### src/krltb_params.svh
// Purpose: constants of the link-training error-window and local-coefficient block
// Assumes: word-addressed register port, one 40 MHz clock
// Notes: every offset, field position and scale, and the window register reset values, live here
`ifndef KRLTB_PARAMS_SVH
`define KRLTB_PARAMS_SVH

// register port
`define KRLTB_ADDR_W         11
`define KRLTB_REG_BER_WIN    11'h4D3
`define KRLTB_REG_COEF       11'h4D4
`define KRLTB_REG_CTRL       11'h4E0
`define KRLTB_REG_RESULT     11'h4E1
`define KRLTB_REG_STEPS      11'h4E2

// window register fields
`define KRLTB_FRM_LSB        0
`define KRLTB_FRM_MSB        9
`define KRLTB_KFRM_LSB       10
`define KRLTB_KFRM_MSB       19
`define KRLTB_MFRM_LSB       20
`define KRLTB_MFRM_MSB       29
`define KRLTB_FRM_RST_SIM    10'h003
`define KRLTB_FRM_RST_HW     10'h000
`define KRLTB_KFRM_RST_SIM   10'h000
`define KRLTB_KFRM_RST_HW    10'h00F
`define KRLTB_MFRM_RST       10'h000
`define KRLTB_K_SCALE        32'h0000_03E8
`define KRLTB_M_SCALE        32'h000F_4240

// coefficient register fields
`define KRLTB_REQ_LSB        0
`define KRLTB_REQ_MSB        5
`define KRLTB_INIT_BIT       6
`define KRLTB_PRESET_BIT     7
`define KRLTB_RPT_LSB        8
`define KRLTB_RPT_MSB        13
`define KRLTB_READY_BIT      14

// control, result and step count register fields
`define KRLTB_CTRL_OVR_BIT   0
`define KRLTB_RES_ERR_MSB    23
`define KRLTB_RES_BUSY_BIT   24
`define KRLTB_RES_DONE_BIT   25
`define KRLTB_STEPS_W        16

`endif

### src/krltb_pkg.sv
// Purpose: shared types of the link-training error-window block
// Assumes: constants come from krltb_params.svh
// Notes: types only
`default_nettype none
package krltb_pkg;
   // window counter states
   typedef enum logic {
      WIN_IDLE,
      WIN_COUNT
   } krltb_win_state_t;

   // one tap field of the outgoing request word
   typedef enum logic [1:0] {
      REQ_HOLD = 2'h0,
      REQ_INC  = 2'h1,
      REQ_DEC  = 2'h2,
      REQ_RSVD = 2'h3
   } krltb_req_code_t;

   // one tap field of the outgoing status word
   typedef enum logic [1:0] {
      RPT_NOT_UPD = 2'h0,
      RPT_MIN     = 2'h1,
      RPT_UPD     = 2'h2,
      RPT_MAX     = 2'h3
   } krltb_rpt_code_t;
endpackage : krltb_pkg
`default_nettype wire

### src/krltb_top.sv
// Purpose: error-window setup and local coefficient words of the link-training unit
// Assumes: all inputs synchronous to i_clk_sys; register port answers reads next cycle
// Notes: outgoing words change only at a transmitted frame boundary
`include "krltb_params.svh"
`default_nettype none
module krltb_top #(
   parameter bit SIM_BUILD = 1'b0,
   parameter int ERR_W     = 24,
   parameter int INC_W     = 8
) (
   // clock and reset
   input  wire logic                      i_clk_sys,
   input  wire logic                      i_rst,
   // register port
   input  wire logic [`KRLTB_ADDR_W-1:0]  i_addr,
   input  wire logic [31:0]               i_wr_data,
   input  wire logic                      i_wr_en,
   input  wire logic                      i_rd_en,
   output logic      [31:0]               o_rd_data,
   // error window, from and to the equalization engine
   input  wire logic                      i_eq_step_start,
   input  wire logic                      i_eq_abort,
   input  wire logic                      i_rx_frame,
   input  wire logic [INC_W-1:0]          i_rx_frame_errs,
   output logic                           o_step_busy,
   output logic                           o_step_done,
   output logic      [ERR_W-1:0]          o_step_errs,
   // local requests and status from the training algorithm
   input  wire logic [5:0]                i_alg_coef_request,
   input  wire logic                      i_alg_ask_initialize,
   input  wire logic                      i_alg_ask_preset,
   input  wire logic [5:0]                i_alg_coef_report,
   input  wire logic                      i_rx_eq_complete,
   input  wire logic                      i_rx_needs_adjust,
   // outgoing training frame words
   input  wire logic                      i_tx_frame_start,
   output logic      [5:0]                o_local_coef_request,
   output logic                           o_ask_partner_initialize,
   output logic                           o_ask_partner_preset,
   output logic      [5:0]                o_local_coef_report,
   output logic                           o_local_receiver_trained,
   // software override state
   output logic                           o_coef_override
);
   // refuse at elaboration rather than silently cut the result register
   if (ERR_W > 24 || ERR_W < 1 || INC_W < 1) begin : g_bad_width
      $error("krltb_top: error width must be 1..24 to fit the result register");
   end

   localparam logic [9:0] FRM_RST  = SIM_BUILD ? `KRLTB_FRM_RST_SIM  : `KRLTB_FRM_RST_HW;
   localparam logic [9:0] KFRM_RST = SIM_BUILD ? `KRLTB_KFRM_RST_SIM : `KRLTB_KFRM_RST_HW;

   // ---------------- register state ----------------
   logic [9:0]                 frm_ff;
   logic [9:0]                 kfrm_ff;
   logic [9:0]                 mfrm_ff;
   logic                       ovr_ff;
   logic [7:0]                 sw_word_ff;
   logic                       done_ff;
   logic [`KRLTB_STEPS_W-1:0]  steps_ff;
   logic [31:0]                rd_ff;

   // ---------------- decode ----------------
   wire logic hit_win    = (i_addr == `KRLTB_REG_BER_WIN);
   wire logic hit_coef   = (i_addr == `KRLTB_REG_COEF);
   wire logic hit_ctrl   = (i_addr == `KRLTB_REG_CTRL);
   wire logic hit_result = (i_addr == `KRLTB_REG_RESULT);
   wire logic hit_steps  = (i_addr == `KRLTB_REG_STEPS);

   wire logic wr_win     = i_wr_en && hit_win;
   wire logic wr_ctrl    = i_wr_en && hit_ctrl;
   // request bits only take a write while software has taken them over
   wire logic wr_coef    = i_wr_en && hit_coef && ovr_ff;
   wire logic clr_done   = i_wr_en && hit_result && i_wr_data[`KRLTB_RES_DONE_BIT];
   wire logic clr_steps  = i_wr_en && hit_steps;

   // ---------------- window length ----------------
   wire logic [31:0] m_part   = {22'h0, mfrm_ff} * `KRLTB_M_SCALE;
   wire logic [31:0] k_part   = {22'h0, kfrm_ff} * `KRLTB_K_SCALE;
   // single-frame count only counts while thousands is zero
   wire logic [31:0] low_part = (kfrm_ff == 10'h000) ? {22'h0, frm_ff} : k_part;
   wire logic [31:0] win_len  = m_part + low_part;

   // ---------------- outgoing word source ----------------
   wire logic [7:0] alg_word = {i_alg_ask_preset, i_alg_ask_initialize, i_alg_coef_request};
   wire logic [7:0] src_word = ovr_ff ? sw_word_ff : alg_word;

   // reserved request code is never put on the wire; it goes out as hold
   logic [5:0] req_clean;
   genvar t;
   generate
      for (t = 0; t < 3; t = t + 1) begin : g_tap
         wire logic [1:0] code = src_word[2*t +: 2];
         assign req_clean[2*t +: 2] =
            (code == krltb_pkg::REQ_RSVD) ? krltb_pkg::REQ_HOLD : code;
      end
   endgenerate

   // receiver ready only when trained and no further adjustment wanted
   wire logic rx_ready = i_rx_eq_complete && !i_rx_needs_adjust;

   // ---------------- read mux ----------------
   wire logic [31:0] rd_win    = {2'h0, mfrm_ff, kfrm_ff, frm_ff};
   wire logic [31:0] rd_coef   = {17'h0, o_local_receiver_trained, o_local_coef_report,
                                  o_ask_partner_preset, o_ask_partner_initialize,
                                  o_local_coef_request};
   wire logic [31:0] rd_ctrl   = {31'h0, ovr_ff};
   wire logic [23:0] err_pad   = 24'(o_step_errs);
   wire logic [31:0] rd_result = {6'h0, done_ff, o_step_busy, err_pad};
   wire logic [31:0] rd_steps  = {{(32-`KRLTB_STEPS_W){1'b0}}, steps_ff};
   wire logic [31:0] rd_mux    = hit_win    ? rd_win    :
                                 hit_coef   ? rd_coef   :
                                 hit_ctrl   ? rd_ctrl   :
                                 hit_result ? rd_result :
                                 hit_steps  ? rd_steps  : 32'h0000_0000;

   // ---------------- window register ----------------
   always_ff @(posedge i_clk_sys) begin
      if (i_rst) begin
         frm_ff  <= FRM_RST;
         kfrm_ff <= KFRM_RST;
         mfrm_ff <= `KRLTB_MFRM_RST;
      end else if (wr_win) begin
         // a count of 2 frames is about a thousand bytes, 20 about ten thousand
         frm_ff  <= i_wr_data[`KRLTB_FRM_MSB:`KRLTB_FRM_LSB];
         kfrm_ff <= i_wr_data[`KRLTB_KFRM_MSB:`KRLTB_KFRM_LSB];
         mfrm_ff <= i_wr_data[`KRLTB_MFRM_MSB:`KRLTB_MFRM_LSB];
      end
   end

   // ---------------- control and override word ----------------
   always_ff @(posedge i_clk_sys) begin
      if (i_rst) begin
         ovr_ff     <= 1'b0;
         sw_word_ff <= 8'h00;
      end else begin
         if (wr_ctrl) ovr_ff <= i_wr_data[`KRLTB_CTRL_OVR_BIT];
         if (wr_coef) sw_word_ff <= i_wr_data[`KRLTB_PRESET_BIT:`KRLTB_REQ_LSB];
      end
   end

   always_ff @(posedge i_clk_sys) begin
      if (i_rst) o_coef_override <= 1'b0;
      else       o_coef_override <= ovr_ff;
   end

   // ---------------- outgoing training frame words ----------------
   // loaded only at a frame boundary so one frame never carries half-old fields
   always_ff @(posedge i_clk_sys) begin
      if (i_rst) begin
         o_local_coef_request     <= 6'h00;
         o_ask_partner_initialize <= 1'b0;
         o_ask_partner_preset     <= 1'b0;
         o_local_coef_report      <= 6'h00;
         o_local_receiver_trained <= 1'b0;
      end else if (i_tx_frame_start) begin
         o_local_coef_request     <= req_clean;
         o_ask_partner_initialize <= src_word[`KRLTB_INIT_BIT];
         o_ask_partner_preset     <= src_word[`KRLTB_PRESET_BIT];
         o_local_coef_report      <= i_alg_coef_report;
         o_local_receiver_trained <= rx_ready;
      end
   end

   // ---------------- error window ----------------
   krltb_win_cnt #(
      .CNT_W (32),
      .ERR_W (ERR_W),
      .INC_W (INC_W)
   ) u_win (
      .i_clk_sys   (i_clk_sys),
      .i_rst       (i_rst),
      .i_start     (i_eq_step_start),
      .i_abort     (i_eq_abort),
      .i_limit     (win_len),
      .i_frame     (i_rx_frame),
      .i_errs      (i_rx_frame_errs),
      .o_busy      (o_step_busy),
      .o_done      (o_step_done),
      .o_err_total (o_step_errs)
   );

   // completion flag and step count; a finishing window beats a clear
   always_ff @(posedge i_clk_sys) begin
      if (i_rst) begin
         done_ff  <= 1'b0;
         steps_ff <= '0;
      end else begin
         if (o_step_done)   done_ff <= 1'b1;
         else if (clr_done) done_ff <= 1'b0;
         if (o_step_done)    steps_ff <= steps_ff + `KRLTB_STEPS_W'(1);
         else if (clr_steps) steps_ff <= '0;
      end
   end

   // ---------------- read data ----------------
   // data stands only in the cycle after the strobe, zero otherwise
   always_ff @(posedge i_clk_sys) begin
      if (i_rst)        rd_ff <= 32'h0000_0000;
      else if (i_rd_en) rd_ff <= rd_mux;
      else              rd_ff <= 32'h0000_0000;
   end

   assign o_rd_data = rd_ff;
endmodule : krltb_top
`default_nettype wire

### src/krltb_win_cnt.sv
// Purpose: counts received training frames and their bit errors over one step window
// Assumes: i_frame is a one-cycle pulse per received frame, i_errs valid beside it
// Notes: the limit is latched at start so register writes cannot stretch a running window
`default_nettype none
module krltb_win_cnt #(
   parameter int CNT_W = 32,
   parameter int ERR_W = 24,
   parameter int INC_W = 8
) (
   // clock and reset
   input  wire logic             i_clk_sys,
   input  wire logic             i_rst,
   // control
   input  wire logic             i_start,
   input  wire logic             i_abort,
   input  wire logic [CNT_W-1:0] i_limit,
   // received frames
   input  wire logic             i_frame,
   input  wire logic [INC_W-1:0] i_errs,
   // result
   output logic                  o_busy,
   output logic                  o_done,
   output logic      [ERR_W-1:0] o_err_total
);
   if (CNT_W < 31 || INC_W > ERR_W) begin : g_bad_width
      $error("krltb_win_cnt: counter widths cannot hold the window");
   end

   krltb_pkg::krltb_win_state_t state_ff, nxt_state;
   logic [CNT_W-1:0] frm_ff;
   logic [CNT_W-1:0] lim_ff;
   logic [ERR_W-1:0] err_ff;

   wire logic [CNT_W-1:0] frm_inc   = frm_ff + CNT_W'(1);
   wire logic [ERR_W:0]   err_sum   = {1'b0, err_ff} + (ERR_W+1)'(i_errs);
   // saturate rather than wrap: a huge window on a bad link must not look clean
   wire logic [ERR_W-1:0] err_next  = err_sum[ERR_W] ? {ERR_W{1'b1}} : err_sum[ERR_W-1:0];
   wire logic             counting  = (state_ff == krltb_pkg::WIN_COUNT);
   wire logic             last_frm  = counting && i_frame && (frm_inc >= lim_ff);

   always_comb begin
      nxt_state = state_ff;
      case (state_ff)
         krltb_pkg::WIN_IDLE:  if (i_start) nxt_state = krltb_pkg::WIN_COUNT;
         krltb_pkg::WIN_COUNT: begin
            if (i_abort || last_frm) nxt_state = krltb_pkg::WIN_IDLE;
            if (i_start) nxt_state = krltb_pkg::WIN_COUNT;
         end
         default:              nxt_state = krltb_pkg::WIN_IDLE;
      endcase
   end

   always_ff @(posedge i_clk_sys) begin
      if (i_rst) begin
         state_ff    <= krltb_pkg::WIN_IDLE;
         frm_ff      <= '0;
         lim_ff      <= '0;
         err_ff      <= '0;
         o_busy      <= 1'b0;
         o_done      <= 1'b0;
         o_err_total <= '0;
      end else begin
         state_ff <= nxt_state;
         o_busy   <= (nxt_state == krltb_pkg::WIN_COUNT);
         o_done   <= last_frm && !i_start && !i_abort;
         if (i_start) begin
            frm_ff <= '0;
            err_ff <= '0;
            // zero frames would never end; one frame is the shortest window
            lim_ff <= (i_limit == '0) ? CNT_W'(1) : i_limit;
         end else if (counting && i_frame) begin
            frm_ff <= frm_inc;
            err_ff <= err_next;
         end
         if (last_frm && !i_start && !i_abort) o_err_total <= err_next;
      end
   end
endmodule : krltb_win_cnt
`default_nettype wire

### config.mk
export PLATFORM = sky130hd
export DESIGN_NAME = krltb_top
export DESIGN_NICKNAME = d
export VERILOG_FILES = /design/src/krltb_pkg.sv /design/src/krltb_top.sv /design/src/krltb_win_cnt.sv
export VERILOG_INCLUDE_DIRS = /design/src
export SDC_FILE = /design/constraint.sdc
export NUM_CORES = 1
export LEC_CHECK = 0
export BUFFER_PORTS_ARGS = -buffer_cell sky130_fd_sc_hd__buf_2
export CAP_MARGIN = 20
export CORE_ASPECT_RATIO = 0.9
export CORE_MARGIN = 1.5
export CORE_UTILIZATION = 37
export DETAILED_ROUTE_END_ITERATION = 10
export PLACE_DENSITY = 0.53
export SLEW_MARGIN = 20
export SYNTH_ARGS = -nofsm -noshare
export SYNTH_HDL_FRONTEND = slang
export SYNTH_HIERARCHICAL = 1
export SYNTH_SLANG_ARGS = --single-unit
### constraint.sdc
create_clock -name i_clk_sys -period 13.9 [get_ports i_clk_sys]
set_input_delay 2.78 -clock i_clk_sys [delete_from_list [all_inputs] [get_ports i_clk_sys]]
set_output_delay 2.78 -clock i_clk_sys [all_outputs]
set_load 0.005 [all_outputs]
==> reports/qor.csv, run 1 <==
metric;value;unit
critPathMaxStageDelay;0.54;ns
synth_area;0.0154;mm2
drc;0;
ys_ff_latch;216;
cts_max_path_buffers;3;
max_freq;0.128;GHz
hold_class;flop to flop;
cap_violations;0;
cts_setup_buffers;0;
synth_edf_count;0;
vdd.ir_drop.worst;0.0000691;V
via_per_inst;5.25;
clk_pin_slew_worst_paths;0.06;ns
synth_top_area_share;28.1;%
cts_hold_buf;0;
final_common_cell;dfxtp_1;
power.leakage;7.87;nW
ctsResizeCount;0;
async_flop_share;0;%
drt-total-wl;41.1;mm
worstMarginPinSlew;1.16;ns
cp-start-kind;flop;
drt_pre_antenna_iters;7;
fin_cells;2471;
maxSlewViolCount;0;
grt_pass1_wl;67.4;mm
yosys_warnings;6;
finalWorstSetupSlack;6.07;ns
cts_sinks;216;
ys.flop_type;dfxtp_1;
period_share;56.3;%
final_cell_mix;dfxtp_1 (216), nand2_1 (190), inv_1 (180), ha_1 (174), buf_2 (143);
drt_iter0_drc;804;
crit_fanout;31;
status;finished, final reports clean;
slew_headroom;22.5;%
synth_top_cells_by_area;dfxtp_1 (28%), ha_1 (14%), fa_1 (7.4%), nand2_1 (4.7%), inv_1 (4.4%);
grt-ovfl-total;0;
clk_latency;0.57;ns
grt_start_max_net_pins;84;
gp_congestion;0.813;
nets;2221;
root_buffer;clkbuf_16;
grt_pass1_vias;12868;
die_w;218;um
cts_htree_levels;1;
hold_violations;0;
path_class;flop to flop;
num-fill-cells;4186;
cp.arrival;8.22;ns
place_ws;6.19;ns
io_buffer_count;144;
final_antenna_net_count;0;
cts_buffers;26;
p_per_area;78.1;mW/mm2
vias;12969;
dieHeight;196;um
cp-end-kind;flop;
worstHoldStart;u_win/lim_ff[20];
avgSynthCellArea;8.50;um2
syn_inst;1811;
dp_hpwl;31.5;mm
worstPathRequired;14.29;ns
yosys.area.top_type;dfxtp_1;
finClkSkew;0.0217;ns
finalSetupTns;0;ns
worstReg2RegStart;kfrm_ff[3];
initial_core_util;37.7;%
design.core.area;0.0408;mm2
placed_cells;2427;
drive_gt1_share;12.2;%
seq_area_frac_synth;28.1;%
dieArea;0.0428;mm2
synthDistinctLibCells;82;
slowest_stage;dfxtp_1;
startpoint;kfrm_ff[3];
syn2layout_area_growth;12.8;%
cts_tree;done;
antenna_found_initial;2;
rsz0062_at_grt;false;
setup_viol_count_final;0;
fin_util;42.5;%
crit_path_frequent_cell;o21ai_0;
fp-row-count;70;
track_usage;19.6;%
ios;149;
fin_crit;7.83;ns
detail_route.wl_per_cell;16.6;um
-- area by class of cell --
type	instances	area, um2	share of cell area (%)
inverters	180	676	3.89
diodes	1	2.50	0.0144
well taps	540	676	3.89
clock buffers	35	714	4.12
flip-flops and latches	216	4320	24.9
multi-input cells	1338	10100	58.1
clock inverters	8	98.8	0.569
repair buffers	153	791	4.55
-- state kept, by name, summed over array words and instances, names as in the netlist, 6 cells and up --
| signal | count |
|---|---|
| frm_ff | 10 |
| kfrm_ff | 10 |
| mfrm_ff | 10 |
| o_local_coef_report | 6 |
| o_local_coef_request | 6 |
| o_rd_data | 30 |
| steps_ff | 16 |
| sw_word_ff | 8 |
| u_win/err_ff | 24 |
| u_win/frm_ff | 32 |
| u_win/lim_ff | 32 |
| u_win/o_err_total | 24 |
-- critical path: cells and delay by family (launching register included) --
family                     cells  cell delay [ns]
DFF                            1             0.54
xor gates and xnor gates       2             0.34
adders and majority gates      6             2.34
AOI/OAI and AO/OA             11             2.08
and+or+nand+nor               11             2.02
buffers and inverters          3             0.32
-- where the power goes --
group	internal, mW	leakage (nW)	total (mW)	switching [mW]
registers	0.625	1.75	0.629	0.00453
logic	0.0251	5.73	0.0684	0.0433
clock network	0.379	0.391	0.658	0.279
-- synth_stat cells, types with 4 or more instances --
cell type and number:
a211oi_1 17, nor3_1 38, xor2_1 52, and3_1 23, a31oi_1 13, a21oi_1 127, o211ai_1 10, buf_1 4
and2_1 17, a32oi_1 4, and4_1 5, ha_1 174, nor4_1 10, buf_2 14, nand4_1 26, o21a_1 5
nor2b_1 15, mux2_2 4, mux2i_1 40, a311oi_1 4, fa_1 57, a22oi_1 33, nand3_1 58, clkbuf_1 58
nor2_1 113, or3_1 13, nand2_1 191, inv_1 180, or2_2 8, xnor2_1 72, dfxtp_1 216, a21o_1 11
o21ai_0 71, nand2b_1 17, nand3b_1 16, a22o_1 12, a311o_1 7, a221o_1 4
-- cells by family after synthesis --
kind of cell,Yosys count,share of synthesized area [%]
other cells,1,0.0244
xor+xnor,125,7.16
fa+ha+maj,231,21.6
mux,46,3.09
buf+inv,260,6.58
compound gates,357,15.0
simple gates,575,18.5
flops,216,28.1
-- metal layers --
layer / global-route usage (%) / wire length, um / vias up
li1: - / - / 6455
met1: 26.5 / 19400 / 6165
met2: 31.9 / 18600 / 284
met3: 3.16 / 1990 / 63
met4: 5.80 / 1180 / 2
met5: 0 / 13 / -
-- worst paths after layout --
check | slack, ns | to | cells past startpoint
setup / recovery | 6.07 | u_win/lim_ff[21] | 33
hold / removal | 0.48 | u_win/lim_ff[20] | 2
setup reg to reg | 6.07 | u_win/lim_ff[21] | 33
hold reg to reg | 0.48 | u_win/lim_ff[20] | 2
-- per-stage QoR --
step | hold slack [ns] | area (um2) | total power, mW
3_3_place_gp | 0.466 | 16500 | 0.711
4_1_cts | 0.479 | 17400 | 1.38
3_5_place_dp | 0.471 | 16500 | 0.712
6_report | 0.480 | 17400 | 1.36
5_1_grt | 0.500 | 17400 | 1.41
2_1_floorplan | 0.443 | 15400 | 0.681
Power figures use the tool's default switching activity.
==> run 2: changes to the inputs <==
==> constraint.sdc (replaced) <==
create_clock -name i_clk_sys -period 7.75 [get_ports i_clk_sys]
set_input_delay 1.55 -clock i_clk_sys [delete_from_list [all_inputs] [get_ports i_clk_sys]]
set_output_delay 1.55 -clock i_clk_sys [all_outputs]
set_load 0.005 [all_outputs]
==> run 2 against run 1 <==
First-iteration DRC count decreased by 19%. Clock power increased by 73%. Register-to-register slack got worse by 5.5 ns. Count of clock-buffer cells in the layout increased by 1. Largest power group unchanged. Highest routed layer is now met4.
==> reports/qor.csv, run 2 (synthesis gave the netlist of run 1 again) <==
metric;value;unit
power.leakage;7.91;nW
grt_pass1_vias;13026;
design.core.area;0.0408;mm2
cp.arrival;7.53;ns
gp_congestion;0.844;
multi_input_area;0.0101;mm2
slew_headroom;25.6;%
grt_pass1_wl;67.9;mm
vias;12957;
drc;0;
slowest_stage;fa_1;
syn2layout_area_growth;13.0;%
finClkSkew;0.0206;ns
cts_hold_buf;0;
cts_buffers;25;
grt_start_max_net_pins;60;
fin_crit;7.13;ns
clk_pin_slew_worst_paths;0.06;ns
period_share;92.0;%
final_cell_mix;dfxtp_1 (213), nand2_1 (190), inv_1 (180), ha_1 (174), buf_2 (143);
antenna_found_initial;0;
drt_iter0_drc;655;
ios;149;
drt-total-wl;41.7;mm
io_buffer_count;144;
nets;2228;
hold_class;flop to flop;
status;finished, final reports clean;
die_w;218;um
track_usage;19.7;%
path_class;flop to flop;
cap_violations;0;
fp-row-count;70;
finalSetupTns;0;ns
worstMarginPinSlew;1.12;ns
p_per_area;138;mW/mm2
cts_max_path_buffers;3;
num-fill-cells;4231;
cp-start-kind;flop;
final_common_cell;dfxtp_1;
setup_viol_count_final;0;
initial_core_util;37.7;%
max_freq;0.140;GHz
detail_route.wl_per_cell;16.8;um
cts_sinks;216;
dieArea;0.0428;mm2
seqCellArea;0.00433;mm2
hold_violations;0;
maxSlewViolCount;0;
fin_util;42.6;%
worstPathRequired;8.15;ns
crit_fanout;31;
vdd.ir_drop.worst;0.000142;V
dp_hpwl;32.0;mm
drt_pre_antenna_iters;6;
drive_gt1_share;12.9;%
grt-ovfl-total;0;
root_buffer;clkbuf_16;
dieHeight;196;um
clk_latency;0.56;ns
cts_tree;done;
cts_htree_levels;1;
antenna_cells;0;
final_antenna_net_count;0;
via_per_inst;5.23;
critPathMaxStageDelay;0.51;ns
cp-end-kind;flop;
run 2: cell types whose count changed in the layout (fill, tap and decap cells not counted), moves of 2 or more:
| cell | change |
|---|---|
| buf_4 | +7 |
| dfxtp_1 | -3 |
| dfxtp_2 | +3 |
| clkbuf_1 | +2 |
| clkinvlp_4 | -2 |
| nor2_2 | +2 |
| o21ai_0 | -2 |
| o21ai_2 | +2 |
run 2: through the flow:
stage	total power [mW]	cell area, um2	hold WS (ns)	worst slack [ns]	cells
2_1_floorplan	1.22	15400	0.443	1.32	1814
3_3_place_gp	1.28	16600	0.464	0.265	2433
3_5_place_dp	1.28	16600	0.468	0.215	2433
4_1_cts	2.42	17400	0.477	0.179	2475
5_1_grt	2.48	17400	0.504	-0.00854	2477
6_report	2.39	17400	0.477	0.621	2477
run 2: final cells by class:
class                           instances  share of cell area, %
Multi-Input combinational cell       1338                   58.0
Sequential cell                       216                   24.9
Timing Repair Buffer                  161                   4.91
Clock buffer                           36                   4.01
Inverter                              180                   3.88
Tap cell                              540                   3.88
Clock inverter                          6                  0.403
run 2: final timing paths:
path | start | to | slack (ns) | cells after the start
max reg2reg | kfrm_ff[2] | u_win/lim_ff[25] | 0.62 | 29
max | kfrm_ff[2] | u_win/lim_ff[25] | 0.62 | 29
min | u_win/frm_ff[1] | u_win/frm_ff[1] | 0.48 | 2
min reg2reg | u_win/frm_ff[1] | u_win/frm_ff[1] | 0.48 | 2
run 2: critical path: cells and delay by family (launching register included):
kind            cells  cell delay, ns
compound gates      7            1.53
buf+inv             5            0.47
fa+ha+maj           6            2.75
xor+xnor            2            0.25
flops               1            0.43
simple gates        9            1.53
run 2: report_power, final:
part           total, mW  internal, mW  leakage, nW  switching, mW
logic              0.124        0.0458         5.79         0.0785
registers           1.13          1.12         1.74        0.00813
clock network       1.14         0.656        0.379          0.484
run 2: per-layer routing:
layer,track usage (%),vias to the layer above,routed length [um]
li1,-,6466,-
met1,26.5,6228,20000
met2,32.8,203,19100
met3,3.09,60,1600
met4,5.26,0,967
met5,0,-,0
run 2: repair_timing:
action / 4_1_cts / 5_1_grt
resized for setup: 0 / 11
buffers inserted: 0 / 2
setup endpoints to repair: 0 / 31
